### src/core/oc_regs.vh
`ifndef OC_REGS_VH
`define OC_REGS_VH

`define CLK_HZ 50000000
`define TICK_MS 1
`define FLASH_TICKS 8'hFA
`define CUR_W 12
`define SHAPE_DEF 3'h0
`define SHAPE_MOD 3'h1
`define SHAPE_NRM 3'h2
`define SHAPE_VRY 3'h3
`define SHAPE_EXT 3'h4
`define SHIFT_NOM 2'h0
`define SHIFT_UP 2'h1
`define SHIFT_DOWN 2'h2
`define CODE_OFF 4'h0
`define CODE_TOP 4'h9
`define MULT_MIN 4'h1
`define MULT_MAX 4'hA
`define SET_W 37
`endif

### src/core/overcurrent_setting_logic.v
`timescale 1ns/100ps
`include "oc_regs.vh"
module overcurrent_setting_logic #(
   parameter TICK_CYCLES = `CLK_HZ / 1000 * `TICK_MS
) (
   input wire ref_clk,
   input wire srst,
   input wire meas_valid,
   input wire [11:0] cur_a,
   input wire [11:0] cur_b,
   input wire [11:0] cur_c,
   input wire [11:0] cur_residual,
   input wire [11:0] cur_core,
   input wire gnd_core_balance,
   input wire [3:0] ph_pickup_code,
   input wire [3:0] ph_curve_code,
   input wire [3:0] ph_mult,
   input wire [1:0] ph_shift,
   input wire [3:0] ph_inst_code,
   input wire [3:0] gnd_pickup_code,
   input wire [3:0] gnd_curve_code,
   input wire [3:0] gnd_mult,
   input wire [1:0] gnd_shift,
   input wire [3:0] gnd_inst_code,
   output reg ph_pickup_flash_ff,
   output reg gnd_pickup_flash_ff,
   output reg [2:0] ph_toc_trip_ff,
   output reg [2:0] ph_ioc_trip_ff,
   output reg gnd_toc_trip_ff,
   output reg gnd_ioc_trip_ff,
   output reg trip_ff
);
   // pickup percent of sensing rating from band and dial code
   function [11:0] pick_pct;
      input gnd;
      input hi;
      input [3:0] code;
      reg [3:0] c;
      begin
         c = (code > `CODE_TOP) ? `CODE_TOP : code;
         if (gnd && hi)
            pick_pct = 12'h037 + {8'h00, c} * 12'h005;
         else if (gnd)
            pick_pct = 12'h00A + {8'h00, c} * 12'h005;
         else if (!hi)
            pick_pct = 12'h00A + {8'h00, c} * 12'h00A;
         else begin
            case (c)
               4'h1: pick_pct = 12'h06E;
               4'h2: pick_pct = 12'h078;
               4'h3: pick_pct = 12'h087;
               4'h4: pick_pct = 12'h091;
               4'h5: pick_pct = 12'h0A0;
               4'h6: pick_pct = 12'h0AA;
               4'h7: pick_pct = 12'h0B4;
               4'h8: pick_pct = 12'h0C8;
               default: pick_pct = 12'h0DC;
            endcase
         end
      end
   endfunction

   // instantaneous threshold in percent, zero means off
   function [11:0] inst_pct;
      input gnd;
      input [3:0] code;
      begin
         case (code)
            `CODE_OFF: inst_pct = 12'h000;
            4'h1: inst_pct = gnd ? 12'h00A : 12'h0C8;
            4'h2: inst_pct = gnd ? 12'h014 : 12'h12C;
            4'h3: inst_pct = gnd ? 12'h032 : 12'h190;
            4'h4: inst_pct = gnd ? 12'h064 : 12'h1F4;
            4'h5: inst_pct = gnd ? 12'h0C8 : 12'h258;
            4'h6: inst_pct = gnd ? 12'h190 : 12'h320;
            4'h7: inst_pct = 12'h320 + (gnd ? 12'h000 : 12'h0C8);
            4'h8: inst_pct = 12'h4B0;
            default: inst_pct = 12'h640;
         endcase
      end
   endfunction

   // curve code: bits 3..1 shape, bit 0 high band
   function [2:0] shape_of;
      input [3:0] code;
      begin
         case (code[3:1])
            `SHAPE_DEF: shape_of = `SHAPE_DEF;
            `SHAPE_MOD: shape_of = `SHAPE_MOD;
            `SHAPE_NRM: shape_of = `SHAPE_NRM;
            `SHAPE_VRY: shape_of = `SHAPE_VRY;
            default: shape_of = `SHAPE_EXT;
         endcase
      end
   endfunction

   // multiplier dial, out-of-range codes clamped
   function [3:0] mult_clamp;
      input [3:0] m;
      begin
         if (m < `MULT_MIN)
            mult_clamp = `MULT_MIN;
         else if (m > `MULT_MAX)
            mult_clamp = `MULT_MAX;
         else
            mult_clamp = m;
      end
   endfunction

   // strict compare, zero threshold means off
   function over_inst;
      input [11:0] cur;
      input [11:0] thr;
      begin
         over_inst = (thr != 12'h000) && (cur > thr);
      end
   endfunction

   // dial settings: two-stage capture, second stage is the live setting
   wire [`SET_W-1:0] set_in = {gnd_core_balance,
                               ph_pickup_code, ph_curve_code, ph_mult, ph_shift, ph_inst_code,
                               gnd_pickup_code, gnd_curve_code, gnd_mult, gnd_shift, gnd_inst_code};
   reg [`SET_W-1:0] set_s1_ff;
   reg [`SET_W-1:0] set_ff;

   always @(posedge ref_clk) begin
      if (srst) begin
         set_s1_ff <= {`SET_W{1'b0}};
         set_ff <= {`SET_W{1'b0}};
      end else begin
         set_s1_ff <= set_in;
         set_ff <= set_s1_ff;
      end
   end

   // live setting fields
   wire core_sel = set_ff[36];
   wire [3:0] s_ph_pick = set_ff[35:32];
   wire [3:0] s_ph_curve = set_ff[31:28];
   wire [3:0] s_ph_mult = set_ff[27:24];
   wire [1:0] s_ph_shift = set_ff[23:22];
   wire [3:0] s_ph_inst = set_ff[21:18];
   wire [3:0] s_gnd_pick = set_ff[17:14];
   wire [3:0] s_gnd_curve = set_ff[13:10];
   wire [3:0] s_gnd_mult = set_ff[9:6];
   wire [1:0] s_gnd_shift = set_ff[5:4];
   wire [3:0] s_gnd_inst = set_ff[3:0];

   // measured magnitudes, held between samples
   reg [11:0] ia_ff;
   reg [11:0] ib_ff;
   reg [11:0] ic_ff;
   reg [11:0] ires_ff;
   reg [11:0] icore_ff;

   always @(posedge ref_clk) begin
      if (srst) begin
         ia_ff <= 12'h000;
         ib_ff <= 12'h000;
         ic_ff <= 12'h000;
         ires_ff <= 12'h000;
         icore_ff <= 12'h000;
      end else if (meas_valid) begin
         ia_ff <= cur_a;
         ib_ff <= cur_b;
         ic_ff <= cur_c;
         ires_ff <= cur_residual;
         icore_ff <= cur_core;
      end
   end

   // ground source select
   wire [11:0] ignd = core_sel ? icore_ff : ires_ff;

   // setting decode
   wire ph_en = (s_ph_pick != `CODE_OFF);
   wire gnd_en = (s_gnd_pick != `CODE_OFF);
   wire [2:0] ph_shape = shape_of(s_ph_curve);
   wire [2:0] gnd_shape = shape_of(s_gnd_curve);
   // band select from curve code bit 0
   wire ph_high_pickup_band = s_ph_curve[0];
   wire gnd_high_pickup_band = s_gnd_curve[0];
   wire [11:0] ph_pick = pick_pct(1'b0, ph_high_pickup_band, s_ph_pick);
   wire [11:0] gnd_pick = pick_pct(1'b1, gnd_high_pickup_band, s_gnd_pick);
   wire [3:0] ph_m = mult_clamp(s_ph_mult);
   wire [3:0] gnd_m = mult_clamp(s_gnd_mult);
   wire [11:0] ph_thr = inst_pct(1'b0, s_ph_inst);
   wire [11:0] gnd_thr = inst_pct(1'b1, s_gnd_inst);

   // millisecond tick and pickup flash rate
   reg [15:0] tick_cnt_ff;
   reg tick_ff;
   reg [7:0] flash_cnt_ff;
   reg flash_ff;

   always @(posedge ref_clk) begin
      if (srst) begin
         tick_cnt_ff <= 16'h0000;
         tick_ff <= 1'b0;
      end else begin
         tick_ff <= 1'b0;
         if (tick_cnt_ff >= TICK_CYCLES[15:0] - 16'h0001) begin
            tick_cnt_ff <= 16'h0000;
            tick_ff <= 1'b1;
         end else begin
            tick_cnt_ff <= tick_cnt_ff + 16'h0001;
         end
      end
   end

   // flash phase toggles every flash period of ticks
   always @(posedge ref_clk) begin
      if (srst) begin
         flash_cnt_ff <= 8'h00;
         flash_ff <= 1'b0;
      end else if (tick_ff) begin
         if (flash_cnt_ff >= `FLASH_TICKS - 8'h01) begin
            flash_cnt_ff <= 8'h00;
            flash_ff <= ~flash_ff;
         end else begin
            flash_cnt_ff <= flash_cnt_ff + 8'h01;
         end
      end
   end

   // timed elements, one per phase and one for ground
   wire [2:0] ph_above;
   wire [2:0] ph_toc;
   wire gnd_above;
   wire gnd_toc;
   // phase currents packed a, b, c
   wire [35:0] ph_cur = {ic_ff, ib_ff, ia_ff};

   genvar g;
   generate
      for (g = 0; g < 3; g = g + 1) begin : phase_el
         toc_element u_toc (
            .ref_clk(ref_clk),
            .srst(srst),
            .tick(tick_ff),
            .enable(ph_en),
            .cur(ph_cur[g*12 +: 12]),
            .pickup(ph_pick),
            .shape(ph_shape),
            .mult(ph_m),
            .shift(s_ph_shift),
            .above_ff(ph_above[g]),
            .trip_ff(ph_toc[g])
         );
      end
   endgenerate

   toc_element u_gnd_toc (
      .ref_clk(ref_clk),
      .srst(srst),
      .tick(tick_ff),
      .enable(gnd_en),
      .cur(ignd),
      .pickup(gnd_pick),
      .shape(gnd_shape),
      .mult(gnd_m),
      .shift(s_gnd_shift),
      .above_ff(gnd_above),
      .trip_ff(gnd_toc)
   );

   // instantaneous compare, no pickup dependence
   wire ioc_a = over_inst(ia_ff, ph_thr);
   wire ioc_b = over_inst(ib_ff, ph_thr);
   wire ioc_c = over_inst(ic_ff, ph_thr);
   wire [2:0] ph_ioc = {ioc_c, ioc_b, ioc_a};
   wire gnd_ioc = over_inst(ignd, gnd_thr);

   // pickup indications
   always @(posedge ref_clk) begin
      if (srst) begin
         ph_pickup_flash_ff <= 1'b0;
         gnd_pickup_flash_ff <= 1'b0;
      end else begin
         ph_pickup_flash_ff <= (|ph_above) && flash_ff;
         gnd_pickup_flash_ff <= gnd_above && flash_ff;
      end
   end

   // trip flags and combined trip, registered together one cycle after their sources
   always @(posedge ref_clk) begin
      if (srst) begin
         ph_toc_trip_ff <= 3'h0;
         ph_ioc_trip_ff <= 3'h0;
         gnd_toc_trip_ff <= 1'b0;
         gnd_ioc_trip_ff <= 1'b0;
         trip_ff <= 1'b0;
      end else begin
         ph_toc_trip_ff <= ph_toc;
         ph_ioc_trip_ff <= ph_ioc;
         gnd_toc_trip_ff <= gnd_toc;
         gnd_ioc_trip_ff <= gnd_ioc;
         trip_ff <= (|ph_toc) || (|ph_ioc) || gnd_toc || gnd_ioc;
      end
   end
endmodule

### src/core/toc_element.v
`timescale 1ns/100ps
`include "oc_regs.vh"
module toc_element (
   input wire ref_clk,
   input wire srst,
   input wire tick,
   input wire enable,
   input wire [11:0] cur,
   input wire [11:0] pickup,
   input wire [2:0] shape,
   input wire [3:0] mult,
   input wire [1:0] shift,
   output reg above_ff,
   output reg trip_ff
);
   // base delay in ms per shape and over-pickup bucket
   function [11:0] base_ms;
      input [2:0] shp;
      input [1:0] bkt;
      begin
         case (shp)
            `SHAPE_DEF: base_ms = 12'h3E8;
            `SHAPE_MOD: base_ms = (bkt == 2'h0) ? 12'hBB8 : (bkt == 2'h1) ? 12'h5DC :
                                  (bkt == 2'h2) ? 12'h3E8 : 12'h2EE;
            `SHAPE_NRM: base_ms = (bkt == 2'h0) ? 12'hFA0 : (bkt == 2'h1) ? 12'h7D0 :
                                  (bkt == 2'h2) ? 12'h3E8 : 12'h1F4;
            `SHAPE_VRY: base_ms = (bkt == 2'h0) ? 12'hFA0 : (bkt == 2'h1) ? 12'h5DC :
                                  (bkt == 2'h2) ? 12'h258 : 12'h0FA;
            default: base_ms = (bkt == 2'h0) ? 12'hFA0 : (bkt == 2'h1) ? 12'h3E8 :
                               (bkt == 2'h2) ? 12'h190 : 12'h064;
         endcase
      end
   endfunction

   wire [14:0] cur_w = {3'h0, cur};
   wire [14:0] pick_w = {3'h0, pickup};
   wire [1:0] bucket = (cur_w >= {pick_w[11:0], 3'h0}) ? 2'h3 :
                       (cur_w >= {pick_w[12:0], 2'h0}) ? 2'h2 :
                       (cur_w >= {pick_w[13:0], 1'h0}) ? 2'h1 : 2'h0;
   wire above = enable && (cur > pickup);
   wire [15:0] nominal = base_ms(shape, bucket) * {12'h000, mult};
   reg [16:0] delay;
   reg [16:0] count_ff;
   reg [16:0] nxt_count;

   always @* begin
      case (shift)
         `SHIFT_UP: delay = {nominal, 1'b0};
         `SHIFT_DOWN: delay = {2'h0, nominal[15:1]};
         default: delay = {1'b0, nominal};
      endcase
   end

   always @* begin
      nxt_count = count_ff;
      if (!above)
         nxt_count = 17'h00000;
      else if (tick && (count_ff < delay))
         nxt_count = count_ff + 17'h00001;
   end

   always @(posedge ref_clk) begin
      if (srst) begin
         count_ff <= 17'h00000;
         above_ff <= 1'b0;
         trip_ff <= 1'b0;
      end else begin
         count_ff <= nxt_count;
         above_ff <= above;
         trip_ff <= above && (count_ff >= delay);
      end
   end
endmodule

### config.mk
export PLATFORM = sky130hd
export DESIGN_NAME = overcurrent_setting_logic
export DESIGN_NICKNAME = d
export VERILOG_FILES = /design/src/core/overcurrent_setting_logic.v /design/src/core/toc_element.v
export VERILOG_INCLUDE_DIRS = /design/src /design/src/core
export SDC_FILE = /design/constraint.sdc
export NUM_CORES = 1
export LEC_CHECK = 0
export BUFFER_PORTS_ARGS = -buffer_cell sky130_fd_sc_hd__buf_2
export CAP_MARGIN = 40
export CELL_PAD_IN_SITES_DETAIL_PLACEMENT = 0
export CELL_PAD_IN_SITES_GLOBAL_PLACEMENT = 1
export CORE_MARGIN = 4
export CORE_UTILIZATION = 25
export CTS_CLUSTER_SIZE = 16
export DETAILED_ROUTE_END_ITERATION = 10
export HOLD_SLACK_MARGIN = 0.15
export PLACE_DENSITY_LB_ADDON = 0.15
export SETUP_SLACK_MARGIN = 0.15
export SLEW_MARGIN = 40
export SYNTH_ARGS = -nofsm -noshare
export SYNTH_HDL_FRONTEND = slang
export SYNTH_SLANG_ARGS = --single-unit
### constraint.sdc
create_clock -name ref_clk -period 13.9 [get_ports ref_clk]
set_input_delay 2.085 -clock ref_clk [delete_from_list [all_inputs] [get_ports ref_clk]]
set_output_delay 2.085 -clock ref_clk [all_outputs]
set_load 0.01 [all_outputs]
**Word level (Yosys, flattened, before mapping)**

Memories as Yosys holds them, arrays and structs flattened. A register that Yosys moved wholly into a read port is not among the register bits.
Cells that the tools add are included.

- Add/sub/neg operators: 9
- Multipliers: 6
- $lt $le $gt $ge: 36
- Equal/unequal tests: 24
- Mux-type cells: 83
- Bitwise operators: 5
- Reduce and logical (&&, ||, !) cells: 42

Operator list:

| cell | count |
|---|---|
| two-way mux 12 bit | 34 |
| one-hot mux 12 bit (4 select lines) | 4 |
| one-hot mux 17 bit (2 select lines) | 4 |
| > comparator 12 bit | 7 |
| two-way mux 10 bit | 8 |
| two-way mux 9 bit | 8 |
| adder 17 x 1 -> 17 bit (second input constant) | 4 |
| >= comparator 17 bit | 4 |
| less-than comparator 17 bit | 4 |
| multiplier 12 x 4 -> 16 bit | 4 |
| >= comparator 12 x 15 -> 1 bit | 3 |
| >= comparator 12 x 14 -> 1 bit | 3 |
| >= comparator 12 x 13 -> 1 bit | 3 |
| two-way mux 4 bit | 8 |
| == test 3 x 2 -> 1 bit (second input constant) | 8 |
| one-hot mux 3 bit (4 select lines) | 2 |
| nonzero test 12 bit | 2 |
| logical AND 1 bit | 18 |
| adder 16 x 1 -> 16 bit (second input constant) | 1 |
| >= comparator 16 bit (second input constant) | 1 |
| > comparator 4 bit (second input constant) | 4 |
| two-way mux 2 bit | 8 |
| two-way mux 8 bit | 2 |
| multiplier 4 x 3 -> 7 bit (second input constant) | 2 |
| other kinds (22) | 59 |

- Flip-flop bits (word level): 247
- ROM bits: 432
- Input port bits: 100
- Memories kept: 3

Memory list:

| memory | words | width | rd ports | clocked after Yosys merged registers in | write ports | RTL line | RTL |
|---|---|---|---|---|---|---|---|
| (no name shown) | 16 | 10 | 1 | 1 | 0 | overcurrent_setting_logic.v:68 | `case (code)` |
| (no name shown) | 16 | 9 | 1 | 1 | 0 | overcurrent_setting_logic.v:68 |  |
| (no name shown) | 16 | 8 | 1 | 0 | 0 | overcurrent_setting_logic.v:48 | `case (c)` |

**Logic depth before layout (Yosys ltp)**

Gate-level depths: netlist of run 1.

- Depth in word-level cells: 18
- Mapped depth: 50

**Modules after synthesis**

A second synthesis of run 1 with hierarchy kept.

- Cells, all modules: 3141
- Area, all modules: 25883.6 µm²

By module, submodules not included:

| module | instances | cells each | area an instance (µm²) | sequential area each (µm²) |
|---|---|---|---|---|
| overcurrent_setting_logic | 1 | 856 | 8124.0 | 3643.5 |
| toc_element at phase_el[0].u_toc | 1 | 593 | 4569.4 | 380.4 |
| toc_element at phase_el[1].u_toc | 1 | 576 | 4475.5 | 380.4 |
| toc_element at phase_el[2].u_toc | 1 | 566 | 4405.5 | 380.4 |
| toc_element at u_gnd_toc | 1 | 550 | 4309.1 | 380.4 |

**Worst setup path before layout of run 1**

No wires, ideal clock.

- Kind: flip-flop to flip-flop
- Start point: register set_ff[35]
- End point: register phase_el[0].u_toc.count_ff[4]
- Setup time: 0.134 ns
- Arrival time: 10.065 ns
- Setup slack: 3.701 ns
- Stages on the path, launching flop included: 45
- Buffers on the path: 1
- Period minus slack after synthesis: 10.199 ns
- Path through: dfxtp_1 clkbuf_1 o21ai_0 nand2b_1 ha_1 ha_1 inv_1 fa_1 or3b_1 xnor2_1 nor2_1 a211oi_1 a21o_1 ha_1 a211oi_1 nor2_1 a2111oi_0 nand2_1 [... 9 more ...] nor2b_1 o21a_1 o21a_1 o21ba_1 a2111oi_0 o21bai_1 xor2_1 a221o_1 o21ai_1 ha_1 a21o_1 a21o_1 a21oi_1 o211ai_1 nor3b_1 and3_1 xnor2_1 nor2_1

- Longest elaborated chain between the ends: 18

RTL lines:

| what | RTL line | RTL |
|---|---|---|
| start: declaration | overcurrent_setting_logic.v:124 | `` reg [`SET_W-1:0] set_ff; `` |
| start signal: assignment | overcurrent_setting_logic.v:129 | `` set_ff <= {`SET_W{1'b0}}; `` |
| start signal: assignment | overcurrent_setting_logic.v:132 | `set_ff <= set_s1_ff;` |
| > comparator 4 bit (no line) | n/a |  |
| two-way mux 4 bit | overcurrent_setting_logic.v:40 | `` c = (code > `CODE_TOP) ? `CODE_TOP : code; `` |
| multiplier 4 x 3 -> 7 bit | overcurrent_setting_logic.v:46 | `pick_pct = 12'h00A + {8'h00, c} * 12'h00A;` |
| adder 4 x 8 -> 9 bit | overcurrent_setting_logic.v:46 |  |
| two-way mux 12 bit | overcurrent_setting_logic.v:45 | `else if (!hi)` |
| >= comparator 12 x 13 -> 1 bit | toc_element.v:39 | `(cur_w >= {pick_w[13:0], 1'h0}) ? 2'h1 : 2'h0;` |
| two-way mux 1 bit | toc_element.v:39 |  |
| two-way mux 2 bit | toc_element.v:38 | `(cur_w >= {pick_w[12:0], 2'h0}) ? 2'h2 :` |
| two-way mux 2 bit | toc_element.v:37 | `wire [1:0] bucket = (cur_w >= {pick_w[11:0], 3'h0}) ? 2'h3 :` |
| == test 2 bit | n/a |  |
| two-way mux 10 bit (tied with other cells) | toc_element.v:28 | `(bkt == 2'h2) ? 12'h258 : 12'h0FA;` |
| two-way mux 12 bit, on equally long branches (2 in series) | n/a |  |
| one-hot mux 12 bit (4 select lines) | toc_element.v:21 | `case (shp)` |
| multiplier 12 x 4 -> 16 bit | toc_element.v:41 | `wire [15:0] nominal = base_ms(shape, bucket) * {12'h000, mult};` |
| one-hot mux 17 bit (2 select lines) | toc_element.v:47 | `case (shift)` |
| less-than comparator 17 bit | toc_element.v:58 | `else if (tick && (count_ff < delay))` |
| logical AND 1 bit | toc_element.v:58 |  |
| end signal: assignment | toc_element.v:68 | `count_ff <= nxt_count;` |
| end: declaration | toc_element.v:43 | `reg [16:0] count_ff;` |

Parallel ways exist; a longest one is shown, timed or not.
A chain may end at the register's enable or synchronous reset.

**Final worst setup path of run 1**

- Start point: register set_ff[35]
- End point: register phase_el[0].u_toc.count_ff[9]

Same word-level chain as after synthesis.

==> flow_metrics.tcl, run 1 <==
set metrics [dict create \
    run_status "completed" \
    dr.pass1.iters 5 \
    fp.coreArea_mm2 0.0932 \
    worstSetupPathType "reg2reg" \
    startpoint "set_ff[35]$_SDFF_PP0_" \
    layout.nets 3436 \
    antenna_found_initial 2 \
    start_util_pct 25.2 \
    fin_crit_sh_pct 82.5 \
    synth_nets 3367 \
    synth_area_leaders "dfxtp_1, ha_1, fa_1, nor2_1, inv_1" \
    synth_edf_count 0 \
    cpMostUsedCell "ha_1" \
    vias_per_cell 4.72 \
    synth-seq-cells 258 \
    ys_seq_area_share_pct 22.0 \
    p_leak_uw 0.0120 \
    synth_top_area_share_pct 22.0 \
    yosysWarnings 0 \
    htreeDepth 2 \
    syn_to_final_growth_pct 13.2 \
    cp.required_ps 14360 \
    grtUsageTotal_pct 13.7 \
    die_h_um 314 \
    final.setup.tns_ps 0 \
    drc 0 \
    gr-total-overflow 0 \
    grt_pass1_wl_mm 111 \
    register_area_mm2 0.00516 \
    period_needed_ps 11460 \
    final_cell_mix "ha_1, nor2_1, dfxtp_1, inv_1, nand2_1" \
    gp_congestion 0.802 \
    crit_path_end_kind "flip-flop" \
    hold_buffers 0 \
    num_vias 19635 \
    cts_root_buffer "clkbuf_16" \
    cts_tree "built" \
    crit_fanout 12 \
    rsz0062_at_grt "false" \
    antenna_left 0 \
    slew_headroom_pct 46.2 \
    yosys.cell_types.count 88 \
    dieArea_mm2 0.0988 \
    hpwl_mm 52.3 \
    p_per_area_mw_per_mm2 94.6 \
    fin_hold_ws_ps 425 \
    postCtsSetupBuffers 0 \
    finalSetupViolations 0 \
    cap_violations 0 \
    place_ws_ps 2380 \
    layout_commonest_cell "ha_1" \
    whs_path_depth 1 \
    arrival_ps 11920 \
    place.port_buffers 110 \
    startpoint_type "flip-flop" \
    syn-cell-area_mm2 0.0235 \
    tightest_slew_ps 806 \
    clock_sinks 258 \
    min_path_type "reg2reg" \
    finalPower_uw 2510 \
    numCtsBuffers 36 \
    ir_drop_v 0.0000577 \
    die_x_um 314 \
    fill_cells 10021 \
    cp_slowest_cell "nor3_1" \
    routed_wl_mm 67.4 \
    drt_iter0_drc 727 \
    hold_viol 0 \
    wl_per_cell_um 16.2 \
    n_antenna_cell 0 \
    drive_gt1_share_pct 8.82 \
    row_count 112 \
    multi_input_area_mm2 0.0170 \
    synth-async-reset-ratio_pct 0 \
    finClkSkew_ps 32.1 \
    setup_ws_ps 2440 \
    fmax_mhz 87.2 \
    yosys.area.top_type "dfxtp_1" \
    reg2reg_depth 44 \
    min_from "set_s1_ff[26]$_SDFF_PP0_" \
    max_stage_delay_ps 700 \
    cts_buffer_depth 3 \
    clk_pin_slew_ps 60 \
    fin_util_pct 28.5 \
    cts_resized 0 \
    grt_pass1_vias 20499 \
    grt_max_degree 74 \
    boundaryPins 111 \
    insertion_delay_ps 580 \
    syn_avg_cell_area_um2 8.36 \
    syn_inst 2807 \
    rr_startpoint "set_ff[35]$_SDFF_PP0_" \
    synthFlopType "dfxtp_1" \
    slew_violations 0 \
]
## state kept, by name, summed over array words and instances (netlist names), 3 cells and up
signal / flops
ires_ff: 12
ph_thr: 9
u_gnd_toc.count_ff: 17
ph_ioc_trip_ff: 3
set_ff: 29
gnd_thr: 10
tick_cnt_ff: 16
ia_ff: 12
ph_toc_trip_ff: 3
phase_el.u_toc.trip_ff: 3
set_s1_ff: 37
icore_ff: 12
phase_el.u_toc.count_ff: 51
ic_ff: 12
ib_ff: 12
flash_cnt_ff: 8
phase_el.u_toc.above_ff: 3
## where the power goes
part | leakage [uW] | switching [uW] | internal (uW) | total [uW]
Sequential | 0.00211 | 31.5 | 768 | 799
Clock | 0.000562 | 367 | 532 | 899
Combinational | 0.00933 | 486 | 328 | 814
Total | 0.0120 | 885 | 1630 | 2510
## cells by family after synthesis
kind of cell    share of synthesized area [%]
compound gates                           15.8
xor+xnor                                 5.14
fa+ha+maj                                27.0
buf+inv                                  5.61
flops                                    22.0
mux                                      3.90
simple gates                             20.5
## metal layers
layer	vias to the layer above	GRT usage, %	part of all wire [%]
met3	64	2.19	2.8
li1	9964	-	-
met4	0	3.01	1.8
met5	-	0	0
met1	9442	17.7	48
met2	165	23.9	47
## critical path, delay by kind of cell, from the launching register on
kind                     cells  cell delay (ps)
AO/OA/AOI/OAI               17             4130
adder cells (fa/ha/maj)      9             3230
AND/OR/NAND/NOR             10             2380
flip-flops                   1              570
buffers and inverters        5              510
XOR/XNOR                     3              510
## final cells by class
cell class,instances,area share (%)
timing repair buffer,140,2.97
sequential,258,19.5
tap,1254,5.91
multi-input combinational,2203,64.0
clock buffer,49,3.81
inverter,237,3.35
clock inverter,15,0.495
## cell usage after synthesis, types with 7 or more instances
cell	n
a211oi_1	15
nor2_1	358
nor3_1	67
o211ai_1	14
or3_1	19
nor4_1	37
xnor2_1	88
nor2b_1	113
and2_1	8
a21boi_1	9
mux2i_1	79
xor2_1	46
a22oi_1	9
o21a_1	49
a31oi_1	12
or2_1	16
a21o_1	46
mux2_2	11
a21oi_1	99
a2111oi_0	7
a221o_1	50
nand4_1	47
fa_1	74
inv_2	13
dfxtp_1	258
ha_1	386
inv_1	224
or2_2	12
o21ai_1	52
nand3_1	61
o21ai_0	107
nand2b_1	39
and3_1	34
nand2_1	125
clkbuf_1	99
## worst paths after layout
kind	end	slack, ps
max	phase_el[0].u_toc.count_ff[9]$_SDFFE_PP0P_	2440
min reg2reg	set_ff[26]$_SDFF_PP0_	420
max reg2reg	phase_el[0].u_toc.count_ff[9]$_SDFFE_PP0P_	2440
min	set_ff[26]$_SDFF_PP0_	420
## stage by stage
stage | instances | cell area, um2
finish | 4156 | 26600
global route | 4156 | 26600
CTS | 4156 | 26600
detailed placement | 4092 | 25400
global placement | 4092 | 25400
floorplan | 2807 | 23500
Note: power is estimated with default switching activity, not from simulation.
==> run 2, diff against run 1 <==
Clock period 13.9 ns to 9.8 ns, I/O delays scaled along.
==> flow_metrics.tcl, run 2 (synthesis gave the netlist of run 1 again) <==
set metrics [dict create \
    arrival_ps 9900 \
    rsz0062_at_grt "true" \
    fmax_mhz 106 \
    finalSetupViolations 0 \
    instances_no_fill 4407 \
    min_path_type "reg2reg" \
    drc 0 \
    tightest_slew_ps 926 \
    numCtsBuffers 36 \
    period_needed_ps 9470 \
    placed_area_mm2 0.0268 \
    grt_max_degree 86 \
    boundaryPins 111 \
    largest_reg_flops 51 \
    hpwl_mm 54.3 \
    final_cell_mix "nor2_1, ha_1, dfxtp_1, buf_4, inv_1" \
    place.port_buffers 110 \
    layout_commonest_cell "nor2_1" \
    cap_violations 0 \
    critPathBufInv 9 \
    vias_per_cell 4.70 \
    antenna_left 0 \
    die_x_um 314 \
    startpoint "set_ff[35]$_SDFF_PP0_" \
    rr_startpoint "set_ff[35]$_SDFF_PP0_" \
    gr-total-overflow 0 \
    reg2reg_depth 47 \
    run_status "completed" \
    cp.depth 47 \
    placed_cells 4273 \
    p_leak_uw 0.0135 \
    fin_area_mm2 0.0304 \
    crit_path_end_kind "flip-flop" \
    clk_pin_slew_ps 60 \
    routed_wl_mm 71.3 \
    ir_drop_v 0.0000901 \
    drt_iter0_drc 809 \
    n_antenna_cell 0 \
    gp_congestion 0.823 \
    min_from "set_s1_ff[9]$_SDFF_PP0_" \
    syn_to_final_growth_pct 29.6 \
    fin_crit_sh_pct 96.6 \
    row_count 112 \
    fp.coreArea_mm2 0.0932 \
    worstSetupEndpoint "phase_el[2].u_toc.count_ff[12]$_SDFFE_PP0P_" \
    worstSetupPathType "reg2reg" \
    dr.pass1.iters 10 \
    startpoint_type "flip-flop" \
    hold_viol 0 \
    r2r-end "phase_el[2].u_toc.count_ff[12]$_SDFFE_PP0P_" \
    cp.required_ps 10230 \
    htreeDepth 2 \
    crit_fanout 8 \
    insertion_delay_ps 560 \
    regMostFlops "phase_el.u_toc.count_ff" \
    cts_root_buffer "clkbuf_16" \
    antenna_found_initial 2 \
    hold_buffers 0 \
    num_vias 20726 \
    cp_slowest_cell "fa_1" \
    r2r_setup_slack_ps 330 \
    reg_top3 "phase_el.u_toc.count_ff (51), set_s1_ff (37), set_ff (29)" \
    cpLargestDelayFamily "compound AO/OA/AOI/OAI gates" \
    finClkSkew_ps 22.7 \
    clock_sinks 258 \
    grt_pass1_vias 21489 \
    p_per_area_mw_per_mm2 132 \
    slew_headroom_pct 38.1 \
    cts_tree "built" \
    wl_per_cell_um 16.2 \
    start_util_pct 25.2 \
    die_h_um 314 \
    cpMostUsedCell "ha_4" \
    dieArea_mm2 0.0988 \
    layout.nets 3688 \
    max_stage_delay_ps 560 \
    grtUsageTotal_pct 14.1 \
    slew_violations 0 \
    drive_gt1_share_pct 23.5 \
    whs_path_depth 1 \
    grt_pass1_wl_mm 115 \
    cts_buffer_depth 3 \
]
==> run 2: cell count changes in the layout (fill, tap and decap cells not counted), sizes merged <==
cell      previous run  this run
buf                140       389
bufinv               1         2
clkbuf              49        48
clkinv              10        11
clkinvlp             2         1
inv                239       240
o21a                49        50
==> run 2: what timing repair did <==
item,CTS,global route
setup endpoints to repair,71,72
setup buffers,8,60
gates cloned,1,2
pin swaps,12,215
resized for setup,70,290
==> run 2: worst min path at each step <==
stage,endpoint,slack (ps)
2_1_floorplan,set_ff[10]$_SDFF_PP0_,410
3_3_place_gp,tick_cnt_ff[0]$_SDFF_PP0_,430
3_5_place_dp,set_ff[9]$_SDFF_PP0_,430
4_1_cts,set_ff[9]$_SDFF_PP0_,440
5_1_grt,set_ff[16]$_SDFF_PP0_,460
6_report,set_ff[9]$_SDFF_PP0_,440
==> run 2: final cells by class <==
type | count | area [um2]
sequential | 258 | 5170
multi-input combinational | 2204 | 18700
fill | 9645 | 62800
clock inverter | 17 | 193
clock buffer | 46 | 998
tap | 1254 | 1570
timing repair buffer | 391 | 2880
inverter | 237 | 912
==> run 2: layer usage <==
metal  track usage (%)  wire, um
met1              18.6     33900
met2              24.3     33900
met3              1.95      2020
met4              3.59      1560
met5                 0         0
==> run 2: metrics by stage <==
| stage | utilization [%] | TNS (ps) | worst slack (ps) | total power [uW] | hold slack [ps] |
|---|---|---|---|---|---|
| floorplan | - | 0 | 153 | 2000 | 414 |
| global placement | 28.7 | -1280 | -121 | 2500 | 429 |
| detailed placement | 28.8 | -4220 | -150 | 2510 | 429 |
| CTS | 30.5 | 0 | 147 | 3910 | 443 |
| global route | 32.6 | -2260 | -177 | 4300 | 459 |
| finish | 32.6 | 0 | 330 | 4000 | 438 |
==> run 2: report_power, final <==
group	internal, uW	switching (uW)	total, uW
registers	1090	45.2	1130
clock network	782	539	1320
logic	731	813	1540
total	2600	1400	4000
